**src/shared/mbm_pkg.sv**
```systemverilog
/*
 * Constants and types for the request-to-table reference decoder.
 * Assumes a single system clock; the serial framing sits elsewhere.
 */
// Overview of operation
// RQ1: Leading reference digit picks one of four data types; rest is one-based offset.
// RQ2: Function 2 reads discrete, global input, system and key bits regions.
// RQ3: Functions 1, 5, 15 reach output, internal, temporary and global output bits.
// RQ4: Function 4 reads analog input, global analog input and system words.
// RQ5: Functions 3, 6, 16 reach analog outputs, general registers, global analog outputs.
// RQ6: A master using traditional references addresses each region by its start reference.
// RQ7: A master may instead send function code with zero-based offset.
// RQ8: An uncompletable request gets an exception answer instead of a normal one.
// RQ9: Offsets outside every region, or multi-item runs past region end, are refused.
package mbm_pkg;

	// Data type groups that a function code belongs to
	typedef enum logic [1:0]
	{
		GRP_DISC = 2'b00,
		GRP_COIL = 2'b01,
		GRP_INREG = 2'b10,
		GRP_HOLD = 2'b11
	} mbm_grp_t;

	// Function codes
	localparam logic [7:0] FC_RD_COILS = 8'h01;
	localparam logic [7:0] FC_RD_DISC = 8'h02;
	localparam logic [7:0] FC_RD_HOLD = 8'h03;
	localparam logic [7:0] FC_RD_INREG = 8'h04;
	localparam logic [7:0] FC_WR_COIL = 8'h05;
	localparam logic [7:0] FC_WR_REG = 8'h06;
	localparam logic [7:0] FC_WR_COILS = 8'h0F;
	localparam logic [7:0] FC_WR_REGS = 8'h10;

	// Exception codes
	localparam logic [7:0] EXC_NONE = 8'h00;
	localparam logic [7:0] EXC_FUNC = 8'h01;
	localparam logic [7:0] EXC_ADDR = 8'h02;
	localparam logic [7:0] EXC_VALUE = 8'h03;

	// Region table: discrete, coil, input register, holding register regions
	localparam int REG_NUM = 16;
	localparam mbm_grp_t REG_GROUP [REG_NUM] = '{
		GRP_DISC, GRP_DISC, GRP_DISC, GRP_DISC,
		GRP_COIL, GRP_COIL, GRP_COIL, GRP_COIL,
		GRP_INREG, GRP_INREG, GRP_INREG,
		GRP_HOLD, GRP_HOLD, GRP_HOLD, GRP_HOLD, GRP_HOLD};
	localparam logic [15:0] REG_START [REG_NUM] = '{
		16'h0000, 16'h0BB8, 16'h0FA0, 16'h1388,
		16'h0000, 16'h0BB8, 16'h1770, 16'h2328,
		16'h0000, 16'h0BB8, 16'h0FA0,
		16'h0000, 16'h0200, 16'h0BB8, 16'h1770, 16'h2710};
	localparam logic [15:0] REG_SIZE [REG_NUM] = '{
		16'h0800, 16'h0100, 16'h0100, 16'h0004,
		16'h0800, 16'h0800, 16'h0800, 16'h0100,
		16'h0200, 16'h0020, 16'h0100,
		16'h0200, 16'h09B8, 16'h0800, 16'h0020, 16'h2000};

endpackage : mbm_pkg

```
**src/rtl/mbm_region_match.sv**
```systemverilog
/*
 * One region comparator: whether a start offset lies in the region,
 * and whether the whole run of items fits. Purely combinational.
 */
`timescale 1ns/100ps
module mbm_region_match
	import mbm_pkg::*;
#(
	parameter logic [15:0] START = 16'h0000,
	parameter logic [15:0] SIZE = 16'h0001
)
(
	// Request
	input wire logic [15:0] offset,
	input wire logic [15:0] count,
	// Result
	output logic in_range,
	output logic fits
);
	logic [16:0] lim_w;
	logic [16:0] end_w;

	// Widened by one bit so the top region cannot wrap
	assign lim_w = {1'b0, START} + {1'b0, SIZE};
	assign end_w = {1'b0, offset} + {1'b0, count};
	// RQ9 range limit
	assign in_range = (offset >= START) && ({1'b0, offset} < lim_w);
	assign fits = in_range && (end_w <= lim_w);
endmodule : mbm_region_match

```
**src/rtl/mbm_decoder.sv**
```systemverilog
/*
 * Maps a function code plus zero-based offset onto an internal data
 * region, giving region number and item index, or an exception code.
 * Assumes the frame layer presents one request per req_valid pulse
 * and takes the answer one clock later.
 */
`timescale 1ns/100ps
module mbm_decoder
	import mbm_pkg::*;
(
	// Clock and reset
	input wire logic clk,
	input wire logic reset,
	// Request from the frame layer
	input wire logic req_valid,
	input wire logic [7:0] req_func,
	input wire logic [15:0] req_offset,
	input wire logic [15:0] req_count,
	// Answer
	output logic resp_valid,
	output logic resp_ok,
	output logic [7:0] resp_exc,
	output logic [3:0] resp_region,
	output logic [15:0] resp_index,
	output logic [15:0] resp_count,
	output logic resp_write
);
	logic fc_legal_w;
	logic single_w;
	logic write_w;
	mbm_grp_t grp_w;
	logic [15:0] cnt_w;
	logic [REG_NUM-1:0] in_w;
	logic [REG_NUM-1:0] fit_w;
	logic [REG_NUM-1:0] hit_w;
	logic any_hit_w;
	logic [3:0] sel_w;
	logic sel_fit_w;
	logic [7:0] exc_w;
	logic [15:0] idx_w;
	logic resp_valid_q;
	logic resp_ok_q;
	logic [7:0] resp_exc_q;
	logic [3:0] resp_region_q;
	logic [15:0] resp_index_q;
	logic [15:0] resp_count_q;
	logic resp_write_q;

	// RQ7 function code decode
	assign fc_legal_w = (req_func == FC_RD_COILS) || (req_func == FC_RD_DISC) ||
		(req_func == FC_RD_HOLD) || (req_func == FC_RD_INREG) ||
		(req_func == FC_WR_COIL) || (req_func == FC_WR_REG) ||
		(req_func == FC_WR_COILS) || (req_func == FC_WR_REGS);
	assign single_w = (req_func == FC_WR_COIL) || (req_func == FC_WR_REG);
	assign write_w = single_w || (req_func == FC_WR_COILS) || (req_func == FC_WR_REGS);
	// RQ1 four data types
	assign grp_w = (req_func == FC_RD_DISC) ? GRP_DISC :
		(req_func == FC_RD_INREG) ? GRP_INREG :
		((req_func == FC_RD_HOLD) || (req_func == FC_WR_REG) ||
		(req_func == FC_WR_REGS)) ? GRP_HOLD : GRP_COIL;
	// Single writes carry a value, not a count, so they always span one item
	assign cnt_w = single_w ? 16'h0001 : req_count;

	// One comparator per region
	generate
		for (genvar i = 0; i < REG_NUM; i++)
		begin : g_reg
			mbm_region_match #(.START(REG_START[i]), .SIZE(REG_SIZE[i])) u_match
			(
				.offset(req_offset),
				.count(cnt_w),
				.in_range(in_w[i]),
				.fits(fit_w[i])
			);
			// RQ2 RQ3 RQ4 RQ5 region belongs to the code's group
			assign hit_w[i] = in_w[i] && (REG_GROUP[i] == grp_w);
		end
	endgenerate

	// Regions of one group never overlap, so the hit is at most one-hot
	function automatic logic [3:0] enc(input logic [REG_NUM-1:0] v);
		logic [3:0] r;
		r = 4'h0;
		for (int k = 0; k < REG_NUM; k++)
		begin
			if (v[k])
			begin
				r = 4'(k);
			end
		end
		return r;
	endfunction : enc

	// Region selection and index
	assign any_hit_w = |hit_w;
	assign sel_w = enc(hit_w);
	assign sel_fit_w = fit_w[sel_w];
	assign idx_w = req_offset - REG_START[sel_w];

	// RQ8 exception choice; RQ9 unmapped and overrun give address fault
	assign exc_w = !fc_legal_w ? EXC_FUNC :
		(cnt_w == 16'h0000) ? EXC_VALUE :
		(!any_hit_w || !sel_fit_w) ? EXC_ADDR : EXC_NONE;

	// Answer strobe, one clock after the request
	always_ff @(posedge clk or posedge reset)
	begin
		if (reset)
		begin
			resp_valid_q <= 1'b0;
			resp_ok_q <= 1'b0;
			resp_exc_q <= EXC_NONE;
		end
		else
		begin
			resp_valid_q <= req_valid;
			resp_ok_q <= req_valid && (exc_w == EXC_NONE);
			resp_exc_q <= req_valid ? exc_w : EXC_NONE;
		end
	end

	// Answer payload, held until the next request
	always_ff @(posedge clk or posedge reset)
	begin
		if (reset)
		begin
			resp_region_q <= 4'h0;
			resp_index_q <= 16'h0000;
			resp_count_q <= 16'h0000;
			resp_write_q <= 1'b0;
		end
		else if (req_valid)
		begin
			resp_region_q <= sel_w;
			resp_index_q <= idx_w;
			resp_count_q <= cnt_w;
			resp_write_q <= write_w;
		end
	end

	assign resp_valid = resp_valid_q;
	assign resp_ok = resp_ok_q;
	assign resp_exc = resp_exc_q;
	assign resp_region = resp_region_q;
	assign resp_index = resp_index_q;
	assign resp_count = resp_count_q;
	assign resp_write = resp_write_q;
endmodule : mbm_decoder

```
**config.mk**
```make
export PLATFORM = sky130hd
export DESIGN_NAME = mbm_decoder
export DESIGN_NICKNAME = d
export VERILOG_FILES = /design/src/shared/mbm_pkg.sv /design/src/rtl/mbm_region_match.sv /design/src/rtl/mbm_decoder.sv
export SDC_FILE = /design/constraint.sdc
export NUM_CORES = 1
export LEC_CHECK = 0
export BUFFER_PORTS_ARGS = -buffer_cell sky130_fd_sc_hd__buf_2
export CAP_MARGIN = 20
export CORE_MARGIN = 2
export CORE_UTILIZATION = 45
export DETAILED_ROUTE_END_ITERATION = 6
export PLACE_DENSITY = 0.67
export SYNTH_ARGS = -nofsm -noshare
export SYNTH_HDL_FRONTEND = slang
export SYNTH_SLANG_ARGS = --single-unit
```
**constraint.sdc**
```tcl
create_clock -name clk -period 3 [get_ports clk]
set_clock_uncertainty 0.05 [all_clocks]
set_input_delay 0 -clock clk [delete_from_list [all_inputs] [get_ports clk]]
set_output_delay 0 -clock clk [all_outputs]
set_load 0.01 [all_outputs]
```
; Word-level counts from Yosys, hierarchy flattened
; Memories as Yosys holds them, arrays and structs flattened.
; Index checks and enable logic that the tools add are counted.
[totals]
reg_bits = 41
mem_bits_ro = 256
input_bits = 43
word_cells = 143
n_memories = 1
[memory_table]
columns = memory, depth, word_bits, rd, rd_clocked_by_memory_dff, write_ports, line_no
row1 = (name not given), 16, 16, 1, 0, 0, mbm_decoder.sv:98  ; assign idx_w = req_offset - REG_START[sel_w];
[classes]
add_sub_neg = 2
n_lt_le_gt_ge = 34
n_eq_ne = 11
n_mux = 27
bitwise_logic = 1
reduce_logical = 60
[ops]
columns = operator, n
row1 = "<= comparator 17 x 13 -> 1 bit, second input constant", 5
row2 = "< comparator 16 x 13 -> 1 bit, second input constant", 5
row3 = "<= comparator 17 x 12 -> 1 bit, second input constant", 4
row4 = "< comparator 16 x 12 -> 1 bit, second input constant", 4
row5 = 2-to-1 mux 4 bit, 14
row6 = 2-to-1 mux 16 bit, 3
row7 = logical AND 1 bit, 41
row8 = "greater-or-equal comparator 16 x 12 -> 1 bit, second input constant", 2
row9 = "greater-or-equal comparator 16 x 13 -> 1 bit, second input constant", 2
row10 = "greater-or-equal comparator 16 x 14 -> 1 bit, second input constant", 2
row11 = "== test 8 x 3 -> 1 bit, second input constant", 3
row12 = adder 16 x 16 -> 17 bit, 1
row13 = "<= comparator 17 x 10 -> 1 bit, second input constant", 1
row14 = "<= comparator 17 x 14 -> 1 bit, second input constant", 1
row15 = "<= comparator 17 x 15 -> 1 bit, second input constant", 1
row16 = "== test 8 x 2 -> 1 bit, second input constant", 2
row17 = "greater-or-equal comparator 16 x 1 -> 1 bit, second input constant", 1
row18 = "greater-or-equal comparator 16 x 10 -> 1 bit, second input constant", 1
row19 = zero test 16 bit, 1
row20 = "< comparator 16 x 10 -> 1 bit, second input constant", 1
row21 = "< comparator 16 x 14 -> 1 bit, second input constant", 1
row22 = "< comparator 16 x 15 -> 1 bit, second input constant", 1
row23 = OR reduction 16 bit, 1
row24 = subtractor 16 bit, 1
row25 = other kinds (15), 36

; Depth between registers and ports, before layout
; Gate-level depths: netlist of the first run.
[depth]
depth_word = 32
ltp_mapped = 23
mapped_depth_nobuf = 22

; Cells and area by module
; From an unflattened synthesis of the first run, not the netlist that was laid out.
[unflattened]
cells_unflattened = 2154
hier_area_um2 = 16893.7
[modules_own_cells]
columns = mod, instances, cells_each, area_per_inst_um2
row1 = mbm_decoder, 1, 326, 3098.0
row2 = mbm_region_match (g_reg[13].u_match ...), 2, 117, 928.4
row3 = mbm_region_match (g_reg[10].u_match ...), 2, 123, 917.1
row4 = mbm_region_match (g_reg[11].u_match ...), 2, 123, 874.6
row5 = mbm_region_match (g_reg[0].u_match ...), 2, 107, 784.5
row6 = mbm_region_match (g_reg[1].u_match), 1, 120, 929.6
row7 = mbm_region_match (g_reg[14].u_match), 1, 117, 908.4
row8 = mbm_region_match (g_reg[9].u_match), 1, 118, 853.3
row9 = mbm_region_match (g_reg[12].u_match), 1, 106, 845.8
row10 = mbm_region_match (g_reg[15].u_match), 1, 115, 845.8
row11 = mbm_region_match (g_reg[3].u_match), 1, 105, 827.0
row12 = mbm_region_match (g_reg[7].u_match), 1, 105, 812.0
row13 = mbm_region_match (g_reg[6].u_match), 1, 102, 764.5

; Least setup slack after synthesis of the first run
; OpenSTA, ideal clock, no wires.
[synth_path]
path_type = input port to flip-flop
startpoint = input port req_func[3]
endpoint = register resp_index_q[15], in the netlist resp_index[15]
setup_time_ns = 0.082
arrival_time_ns = 4.120
required_ns = 2.868
slack_ns = -1.252
cell_stages = 22
n_path_buf = 0
path_cell_list = or4_4 or4_4 nor3_1 o22ai_1 nand3b_1 or2_2 inv_1 ha_1 inv_1 o21ai_0 ha_1 fa_1 nor2b_1 o21ai_0 a21boi_0 o21ai_0 a21boi_0 o21ai_0 a21boi_0 o31ai_1 a21o_1 a31oi_1
[synth_lines]
columns = item, line_no
row1 = start: declaration, mbm_decoder.sv:16  ; input wire logic [7:0] req_func,
row2 = == test 8 x 2 -> 1 bit or == test 8 x 3 -> 1 bit (tied branches), mbm_decoder.sv:59  ; ((req_func == FC_RD_HOLD) || (req_func == FC_WR_REG) ||
row3 = logical OR 1 bit (2 in series), mbm_decoder.sv:59
row4 = 2-to-1 mux 2 bit, mbm_decoder.sv:60  ; (req_func == FC_WR_REGS)) ? GRP_HOLD : GRP_COIL;
row5 = 2-to-1 mux 2 bit, mbm_decoder.sv:58  ; (req_func == FC_RD_INREG) ? GRP_INREG :
row6 = 2-to-1 mux 2 bit (*), mbm_decoder.sv:57  ; assign grp_w = (req_func == FC_RD_DISC) ? GRP_DISC :
row7 = zero test 2 bit, mbm_decoder.sv:76  ; assign hit_w[i] = in_w[i] && (REG_GROUP[i] == grp_w);
row8 = logical AND 1 bit, mbm_decoder.sv:76
row9 = 2-to-1 mux 4 bit (13 in series), mbm_decoder.sv:86  ; if (v[k])
row10 = 2-to-1 mux 4 bit (*), mbm_decoder.sv:86
row11 = via sel_w[1], mbm_decoder.sv:37  ; logic [3:0] sel_w;
row12 = inverter 4 -> 5 bit (not written as such) (*), mbm_decoder.sv:98
row13 = memory read (16 x 16 bit) (*), --
row14 = 2-to-1 mux 16 bit (not written as such) (*) (2 in series), mbm_decoder.sv:98
row15 = subtractor 16 bit (*), mbm_decoder.sv:98
row16 = end signal: assignment, mbm_decoder.sv:135  ; resp_index_q <= idx_w;
row17 = end: declaration, mbm_decoder.sv:45  ; logic [15:0] resp_index_q;
; The timed path passes the listed nets; every way through them passes the cells marked *. The select of a mux whose other input is x is not followed.
; A chain may end at the register's enable or synchronous reset.

; Final worst setup path of the first run
[layout_path]
startpoint = input port req_func[6]
endpoint = register resp_index_q[12], in the netlist resp_index[12]
; The elaborated chain is that of the path after synthesis.

==> impl_metrics.yaml, run 1 <==
die:
  dieArea_um2: 11000
  die_h_um: 105
  die_x_um: 105
  start_util_pct: 46.6
  rows: 36
  boundaryPins: 90
  core_area_um2: 9820
place:
  place_ws_ps: -1390
  dp_hpwl_um: 13700
  routabilityCongestion: 1.01
  numPortBuffers: 83
  place_area_um2: 6730
drt:
  first_pass_iters: 7
  ant_nets: 0
  vias: 5976
  wl_per_cell_um: 18.1
  remaining_drc_errors: 0
  viasPerCell: 5.76
  routed_wl_um: 18700
  initialDrtViolationCount: 436
pwr:
  vdd_ir_drop_max_mv: 0.302
  leakage_uw: 0.00352
  p_per_area_nw_per_um2: 332
critical_path:
  worst_ep_required_time_ps: 3160
  r2r_start: "resp_index[10]"
  worstReg2RegEnd: "resp_index[10]"
  end_kind: "flip-flop"
  rr_worst_depth: 1
  rrSetupSlack_ps: 2190
  crit_path_start: "req_func[6]"
  crit_type: "input pin to flip-flop"
  critPathMaxFanout: 4
  cp-start-kind: "input pin"
  critPathArrivalTime_ps: 4030
synth:
  yosys-top-cells-area: "dfrtp_1 (22%), ha_1 (8.5%), mux2_2 (5.9%)"
  synth.yosys.seq_area_share_pct: 22.4
  synth_area_per_cell_um2: 7.87
  syn-instance-count: 581
  ys_seq_elements: 41
  syn_area_um2: 4570
  synth_flop_cell: "dfrtp_1"
  synth_async_sr_flop_share_pct: 100
  yosysUniqueCellTypes: 82
  ys_warn_count: 0
  synth_top_area_share_pct: 22.4
  synth_edf_count: 0
  synth_area_leader_cell: "dfrtp_1"
grt:
  grt_max_degree: 42
  grt_pass1_vias: 5838
  antenna_found_initial: 1
  grt_pass1_wl_um: 29200
  groute.usage.overall_pct: 32.8
  gr-total-overflow: 0
final_layout:
  stdcell_area_um2: 7670
  final_common_cell: "buf_4"
  drive_gt1_share_pct: 51.9
  multiInputGateArea_um2: 3840
  fin_util_pct: 78.1
  fin_nets: 979
  antenna_cells: 0
  regArea_um2: 1030
  synthToLayoutAreaGrowth_pct: 67.6
  nFillCells: 746
  mostFrequentLayoutCells: "buf_4 (247), buf_2 (81), nor2_1 (49), dfrtp_1 (41), nand2_1 (39)"
clock_tree:
  worstSkewPairLatency_ps: 310
  numCtsBuffers: 5
  clkTransAtPathRegs_ps: 110
  root_buffer: "clkbuf_8"
  cts_tree: "yes"
  cts_buffer_depth: 2
  cts.sinks: 41
  htreeDepth: 2
run_status:
  outcome: "finished, violations left"
  violations: "negative setup slack"
timing:
  fin_ws_ps: -869
  fin_crit_ps: 3870
  maxSlewHeadroom_pct: 59.1
  period_share_pct: 129
  final_max_slew_viol_count: 0
  final-setup-viol-count: 12
  fmax_ghz: 0.258
  hold_viol: 0
  max_slew.worst_pin.slew_ps: 598
  hold_slack_ps: 29.4
  rsz0062_at_grt: "yes"
  setup-tns-final_ps: -8050
hold_path:
  hold-path-endpoint: "resp_count[5]"
  min_path_type: "input pin to flip-flop"
  hold_depth: 3
  hold_start: "req_count[5]"
flow_run:
  maxCapViolations: 0
==> worst max-delay path: stages <==
cell and delay [ps]:
buf_6 100, or4_4 540, or4_4 570, nor3_2 120, o22ai_1 90, nand3b_1 110
or2_4 140, inv_4 50, buf_4 120, o211ai_1 110, nand3b_1 140, nand3_2 140
inv_2 70, ha_4 260, nor2b_4 130, o21ai_2 80, a21boi_2 260, o21ai_4 100
a21boi_2 180, o21ai_2 90, a21oi_2 180, nor2_1 80, xnor2_1 120, mux2_2 250
==> cells by family after synthesis <==
family / after synthesis / synth area share, %
simple gates: 235 / 27.9
fa+ha+maj: 33 / 9.36
mux: 26 / 6.35
xor+xnor: 14 / 2.68
buf+inv: 58 / 5.39
other cells: 1 / 0.0820
compound gates: 173 / 25.8
flops: 41 / 22.4
==> registers in the layout, indices dropped and copies added (netlist names) <==
| name | count |
|---|---|
| resp_write | 1 |
| resp_ok | 1 |
| resp_valid | 1 |
| resp_exc | 2 |
| resp_index | 16 |
| resp_region | 4 |
| resp_count | 16 |
==> power by group <==
part           total [uW]  internal (uW)  switching [uW]
clock network         571            331             240
logic                1340            654             681
registers             640            611            28.9
==> cell type report <==
type,count,share of cell area [%]
multi-input combinational,487,50.0
clock buffer,5,0.898
clock inverter,3,0.849
timing repair buffer,340,31.2
sequential,41,13.4
inverter,28,1.50
tap,133,2.17
==> metrics by stage <==
step                power [uW]  cells
floorplan                 1200    586
global placement          1710    990
detailed placement        1740    990
CTS                       2440   1036
global route              2670   1037
finish                    2550   1037
==> routing by layer <==
layer  vias up  global-route usage (%)  wire [um]
li1       2817                       -          -
met5         -                       0          7
met1      2842                    43.6       8310
met4         2                    10.8        596
met2       255                    55.6       8730
met3        60                    3.74       1100
==> repair_timing <==
action                                  4_1_cts  5_1_grt
pin swaps                                    20       20
hold buffers                                  5        0
gates resized for setup                      61       43
buffers inserted                             33        6
endpoints found under the hold margin        44        0
endpoints found under the setup margin       12       12
cloned                                        1        0
==> how the worst max path moves through the flow <==
stage | end | slack, ps | cells after the start
after detailed placement | resp_index[15] | -1390 | 22
after CTS | resp_index[15] | -820 | 23
after global placement | resp_index[15] | -1330 | 22
final | resp_index[12] | -870 | 24
after floorplan | resp_index[15] | -840 | 22
after global routing | resp_index[12] | -1080 | 22
==> synth_stat cells (4+ instances only) <==
cell type / n
nor2b_1: 7
a31oi_1: 8
a211oi_1: 4
xor2_1: 5
or2_2: 6
o31ai_1: 5
nand2b_1: 8
o21a_1: 6
xnor2_1: 9
o211ai_1: 6
nor3b_1: 7
a21boi_0: 5
and2_1: 15
inv_1: 26
mux2_2: 24
a2111oi_0: 5
buf_4: 6
nand4_1: 5
or3_1: 7
o21ai_0: 35
a21oi_1: 39
a211o_1: 4
ha_1: 31
nor3_1: 23
dfrtp_1: 41
nor4_1: 10
nand2_1: 43
and3_1: 4
nand3_1: 20
nor2_1: 53
o21ai_1: 4
clkbuf_1: 23
a21o_1: 9
nor4b_1: 4
Power figures use the tool's default switching activity.
==> run 2, diff against run 1 <==
--- a/config.mk
+++ b/config.mk
@@ -10,7 +10,8 @@
 export CORE_MARGIN = 2
 export CORE_UTILIZATION = 45
 export DETAILED_ROUTE_END_ITERATION = 6
-export PLACE_DENSITY = 0.67
+export PLACE_DENSITY = 0.7
+export SKIP_CTS_REPAIR_TIMING = 1
 export SYNTH_ARGS = -nofsm -noshare
 export SYNTH_HDL_FRONTEND = slang
 export SYNTH_SLANG_ARGS = --single-unit
==> constraint.sdc (replaced) <==
create_clock -name clk -period 3.43 [get_ports clk]
set_clock_uncertainty 0.05 [all_clocks]
set_input_delay 0 -clock clk [delete_from_list [all_inputs] [get_ports clk]]
set_output_delay 0 -clock clk [all_outputs]
set_load 0.01 [all_outputs]
==> run 2 against run 1 <==
The run still ends with negative setup slack left. Via count down 3.9%. Wire length down 7.3%. Core utilization down 5.1 points. Clock power down 14%. Global-route usage down 3.1 points. Die area unchanged. Highest routed layer is now met4.
==> impl_metrics.yaml, run 2 (same netlist as run 1, synthesis figures left out) <==
final_layout:
  synthToLayoutAreaGrowth_pct: 56.6
  fin_util_pct: 72.9
  nFillCells: 784
  final_common_cell: "buf_4"
  multiInputGateArea_um2: 3630
  drive_gt1_share_pct: 46.7
  instances_no_fill: 996
  regArea_um2: 1030
  fin_nets: 938
  mostFrequentLayoutCells: "buf_4 (208), buf_2 (80), nor2_1 (52), nand2_1 (42), dfrtp_1 (41)"
  antenna_cells: 0
grt:
  gr-total-overflow: 0
  grt_pass1_vias: 5515
  grt_pass1_wl_um: 26600
  groute.usage.overall_pct: 29.8
  antenna_found_initial: 0
  grt_max_degree: 42
drt:
  ant_nets: 0
  wl_per_cell_um: 17.4
  initialDrtViolationCount: 325
  viasPerCell: 5.77
  first_pass_iters: 5
  routed_wl_um: 17400
  vias: 5743
  remaining_drc_errors: 0
critical_path:
  cp_common_cell: "o21ai_2"
  critPathMaxFanout: 4
  path_cells: "buf_6 -> or4_4 -> or4_4 -> nor3_4 -> o22ai_2 -> nand3b_1 -> or2_4 -> inv_4 -> buf_4 -> o211ai_1 -> nand3b_1 -> nand3_2 -> inv_2 -> ha_4 -> nor2b_4 -> o21ai_2 -> a21boi_2 -> o21ai_2 -> a21boi_2 -> o21ai_2 -> a21oi_2 -> o41ai_2 -> xnor2_1 -> a21oi_1"
  r2r_start: "resp_count[1]"
  worst_ep_required_time_ps: 3560
  slowest_delay_ps: 560
  rr_worst_depth: 1
  worstReg2RegEnd: "resp_count[1]"
  rrSetupSlack_ps: 2600
  crit_type: "input pin to flip-flop"
  end_kind: "flip-flop"
  worst_path_max_delay_cell: "or4_4"
  critPathArrivalTime_ps: 4100
  cp-start-kind: "input pin"
pwr:
  pwr-share-seq_pct: 26.9
  pwr-share-clk_pct: 23.7
  internal_power_uw: 1320
  power.switching_uw: 762
  p_sw_share_pct: 36.6
  leakage_uw: 0.00332
  power_frac_comb_pct: 49.4
  p_per_area_nw_per_um2: 291
  vdd_ir_drop_max_mv: 0.217
clock_tree:
  htreeDepth: 2
  cts_tree: "yes"
  clkTransAtPathRegs_ps: 110
  root_buffer: "clkbuf_8"
  numCtsBuffers: 5
  worstSkewPairLatency_ps: 320
  cts_buffer_depth: 2
  cts.sinks: 41
die:
  core_area_um2: 9820
  boundaryPins: 90
  dieArea_um2: 11000
  start_util_pct: 46.6
  die_h_um: 105
  rows: 36
  die_x_um: 105
timing:
  fin_crit_ps: 3970
  fmax_ghz: 0.252
  hold_viol: 0
  setup-tns-final_ps: -3850
  maxSlewHeadroom_pct: 63.2
  period_share_pct: 116
  rsz0062_at_grt: "yes"
  fin_ws_ps: -545
  max_slew.worst_pin.slew_ps: 552
  final_max_slew_viol_count: 0
  final-setup-viol-count: 10
flow_run:
  maxCapViolations: 0
hold_path:
  hold_start: "req_count[4]"
  min_path_type: "input pin to flip-flop"
  hold-path-endpoint: "resp_count[4]"
  hold_depth: 3
run_status:
  outcome: "finished, violations left"
  violations: "negative setup slack"
place:
  routabilityCongestion: 0.990
  dp_hpwl_um: 13400
  numPortBuffers: 83
  dpl.cell_count: 973
-- run 2: cell types whose count changed in the layout (fill, tap and decap cells not counted), moves of 4 or more --
cell     before  now
nor3_1       17   21
nor3_2        6    1
o21ai_0      24   28
buf_4       247  208
-- run 2: power by group through the flow --
stage / Combinational, uW / Clock, uW / Sequential [uW]
2_1_floorplan: 456 / 0 / 594
3_3_place_gp: 903 / 0 / 565
3_5_place_dp: 930 / 0 / 570
4_1_cts: 937 / 501 / 561
5_1_grt: 1120 / 516 / 566
6_report: 1030 / 493 / 560
-- run 2: how the worst max path moves through the flow --
stage                                 to   startpoint  cells past startpoint  slack (ps)
after floorplan           resp_index[15]  req_func[6]                     22        -410
after global placement       resp_exc[1]  req_func[3]                     20        -910
after detailed placement     resp_exc[1]  req_func[3]                     20        -830
after CTS                 resp_index[15]  req_func[3]                     22        -550
after global routing      resp_index[15]  req_func[6]                     23        -740
final                     resp_index[14]  req_func[6]                     24        -540
-- run 2: area by class of cell --
type                       instances  area share (%)
clock buffer                       5           0.961
clock inverter                     3           0.908
inverter                          28            1.61
multi-input combinational        487            50.7
sequential                        41            14.3
tap                              133            2.32
timing repair buffer             299            29.2
-- run 2: per-stage QoR --
step / instance area (um^2) / worst slack (ps) / hold WS (ps) / power [uW]
global placement: 6620 / -910 / 99.9 / 1470
finish: 7160 / -545 / 13.1 / 2080
global route: 7160 / -742 / 30.6 / 2200
CTS: 6750 / -546 / -221 / 2000
detailed placement: 6620 / -827 / 134 / 1500
floorplan: 4650 / -411 / -18.6 / 1050
-- run 2: critical path, delay by kind of cell --
kind / cells / cell delay (ps)
XOR/XNOR: 1 / 160
adder cells (fa/ha/maj): 1 / 210
buffers and inverters: 4 / 340
AND/OR/NAND/NOR: 8 / 2030
AO/OA/AOI/OAI: 10 / 1370
-- run 2: per-layer routing --
metal	vias up	share of wire (%)	track usage, %
li1	2732	-	-
met1	2777	44	40.4
met2	202	48	50.0
met3	32	5.7	2.81
met4	0	2.4	9.05
met5	-	0	0
==> run 3, diff against run 2 <==
--- a/config.mk
+++ b/config.mk
@@ -7,10 +7,12 @@
 export LEC_CHECK = 0
 export BUFFER_PORTS_ARGS = -buffer_cell sky130_fd_sc_hd__buf_2
 export CAP_MARGIN = 20
+export CORE_ASPECT_RATIO = 0.8
 export CORE_MARGIN = 2
 export CORE_UTILIZATION = 45
 export DETAILED_ROUTE_END_ITERATION = 6
 export PLACE_DENSITY = 0.7
+export SETUP_SLACK_MARGIN = 0.4
 export SKIP_CTS_REPAIR_TIMING = 1
 export SYNTH_ARGS = -nofsm -noshare
 export SYNTH_HDL_FRONTEND = slang
==> run 3 against run 2 <==
The flow still finishes with violations (negative setup slack). Critical path type unchanged. Via count rose by 1.2%. Sequential power barely moved. Largest power group unchanged. Flip-flop and latch count did not move. Final cell count rose by 0.80%. Register-to-register slack barely moved. Design area fell by 0.73%.
==> impl_metrics.yaml, run 3 (same netlist as run 1, synthesis figures left out) <==
timing:
  period_share_pct: 120
  max_slew.worst_pin.slew_ps: 566
  fin_ws_ps: -679
  final-setup-viol-count: 11
  setup-tns-final_ps: -4570
  fin_crit_ps: 4110
  rsz0062_at_grt: "yes"
  hold_viol: 0
  final_max_slew_viol_count: 0
  maxSlewHeadroom_pct: 62.3
  fmax_ghz: 0.243
critical_path:
  rr_worst_depth: 1
  crit_type: "input pin to flip-flop"
  path_cells: "buf_2 -> or3_4 -> or2_1 -> o21ai_0 -> o21ai_0 -> nand3b_1 -> or2_4 -> inv_4 -> ha_4 -> inv_2 -> o21ai_2 -> ha_2 -> fa_2 -> nor2b_1 -> o21ai_1 -> a21boi_1 -> o21ai_2 -> a21boi_2 -> o21ai_2 -> a21boi_2 -> o31ai_4 -> a21o_1 -> a31oi_1"
  cp_common_cell: "o21ai_2"
  worst_ep_required_time_ps: 3600
  r2r_start: "resp_index[5]"
  end_kind: "flip-flop"
  cp.buffers_inverters: 3
  worstReg2RegEnd: "resp_index[5]"
  critPathArrivalTime_ps: 4280
  critPathMaxFanout: 4
  rrSetupSlack_ps: 2600
  slowest_delay_ps: 430
  cp-start-kind: "input pin"
  critical_path.top_delay_family: "compound AO/OA/AOI/OAI gates"
  worst_path_max_delay_cell: "o21ai_0"
drt:
  vias: 5814
  first_pass_iters: 6
  wl_per_cell_um: 17.8
  viasPerCell: 5.79
  initialDrtViolationCount: 520
  ant_nets: 0
  remaining_drc_errors: 0
  routed_wl_um: 17900
hold_path:
  hold-path-endpoint: "resp_index[2]"
  min_path_type: "input pin to flip-flop"
  hold_start: "req_offset[2]"
  hold_depth: 3
final_layout:
  stdcell_area_um2: 7110
  fin_util_pct: 72.8
  synthToLayoutAreaGrowth_pct: 55.5
  antenna_cells: 0
  fin_nets: 943
  mostFrequentLayoutCells: "buf_4 (215), buf_2 (80), nor2_1 (53), nand2_1 (43), dfrtp_1 (41)"
  final_common_cell: "buf_4"
  drive_gt1_share_pct: 44.9
place:
  dp_hpwl_um: 14000
  place_area_um2: 6650
  numPortBuffers: 83
  routabilityCongestion: 0.975
run_status:
  violations: "negative setup slack"
  outcome: "finished, violations left"
clock_tree:
  cts_buffer_depth: 2
  cts.sinks: 41
  numCtsBuffers: 5
  clkTransAtPathRegs_ps: 80
  cts_tree: "yes"
  worstSkewPairLatency_ps: 290
  htreeDepth: 2
  root_buffer: "clkbuf_16"
grt:
  antenna_found_initial: 0
  grt_pass1_wl_um: 27700
  gr-total-overflow: 0
  groute.usage.overall_pct: 32.2
  grt_pass1_vias: 5497
  grt_max_degree: 42
die:
  dieArea_um2: 11000
  boundaryPins: 90
  core_area_um2: 9770
  start_util_pct: 46.8
  die_h_um: 94.2
  rows: 32
  die_x_um: 117
pwr:
  vdd_ir_drop_max_mv: 0.240
  leakage_uw: 0.00330
  p_per_area_nw_per_um2: 298
flow_run:
  maxCapViolations: 0
[run 3: cell types whose count changed in the layout (fill, tap and decap cells not counted), moves of 3 or more]
cell	change
nor3_2	+3
clkbuf_16	+5
buf_4	+7
a2111oi_2	-3
clkbuf_8	-5
[run 3: worst max path at each step]
stage,startpoint,end,slack (ps),cells after the start
after detailed placement,req_func[3],resp_index[15],-1090,22
after global routing,req_func[3],resp_index[15],-740,24
final,req_offset[15],resp_index[15],-680,23
after floorplan,req_func[6],resp_index[15],-410,22
after global placement,req_func[3],resp_index[15],-920,22
after CTS,req_func[3],resp_index[15],-800,22
[run 3: cell type report]
| class | instances | area [um^2] |
|---|---|---|
| Inverter | 28 | 113 |
| Sequential cell | 41 | 1030 |
| Multi-Input combinational cell | 487 | 3540 |
| Tap cell | 136 | 170 |
| Timing Repair Buffer | 304 | 2110 |
| Fill cell | 771 | 2660 |
| Clock inverter | 3 | 28.8 |
| Clock buffer | 5 | 125 |
[run 3: metrics by stage]
stage / instances / setup WS, ps / hold WS, ps / total power, uW
final: 1004 / -679 / 2.91 / 2120
after global routing: 1004 / -744 / 8.70 / 2230
after CTS: 989 / -801 / -196 / 2040
after detailed placement: 981 / -1090 / 122 / 1510
after global placement: 981 / -918 / 101 / 1480
after floorplan: 586 / -410 / -18.6 / 1050
[run 3: where the power goes]
| part | internal, uW | total (uW) | switching [uW] | leakage (uW) |
|---|---|---|---|---|
| clock | 281 | 522 | 241 | 0.0000767 |
| sequential | 535 | 561 | 25.9 | 0.000491 |
| combinational | 499 | 1030 | 534 | 0.00274 |
| total | 1320 | 2120 | 801 | 0.00330 |
[run 3: layer usage]
| metal | up-vias | GRT usage (%) | wire length [um] |
|---|---|---|---|
| met3 | 38 | 5.42 | 1500 |
| met4 | 0 | 5.88 | 334 |
| li1 | 2742 | - | - |
| met2 | 318 | 49.4 | 7860 |
| met1 | 2716 | 47.7 | 8190 |
| met5 | - | 0 | 0 |
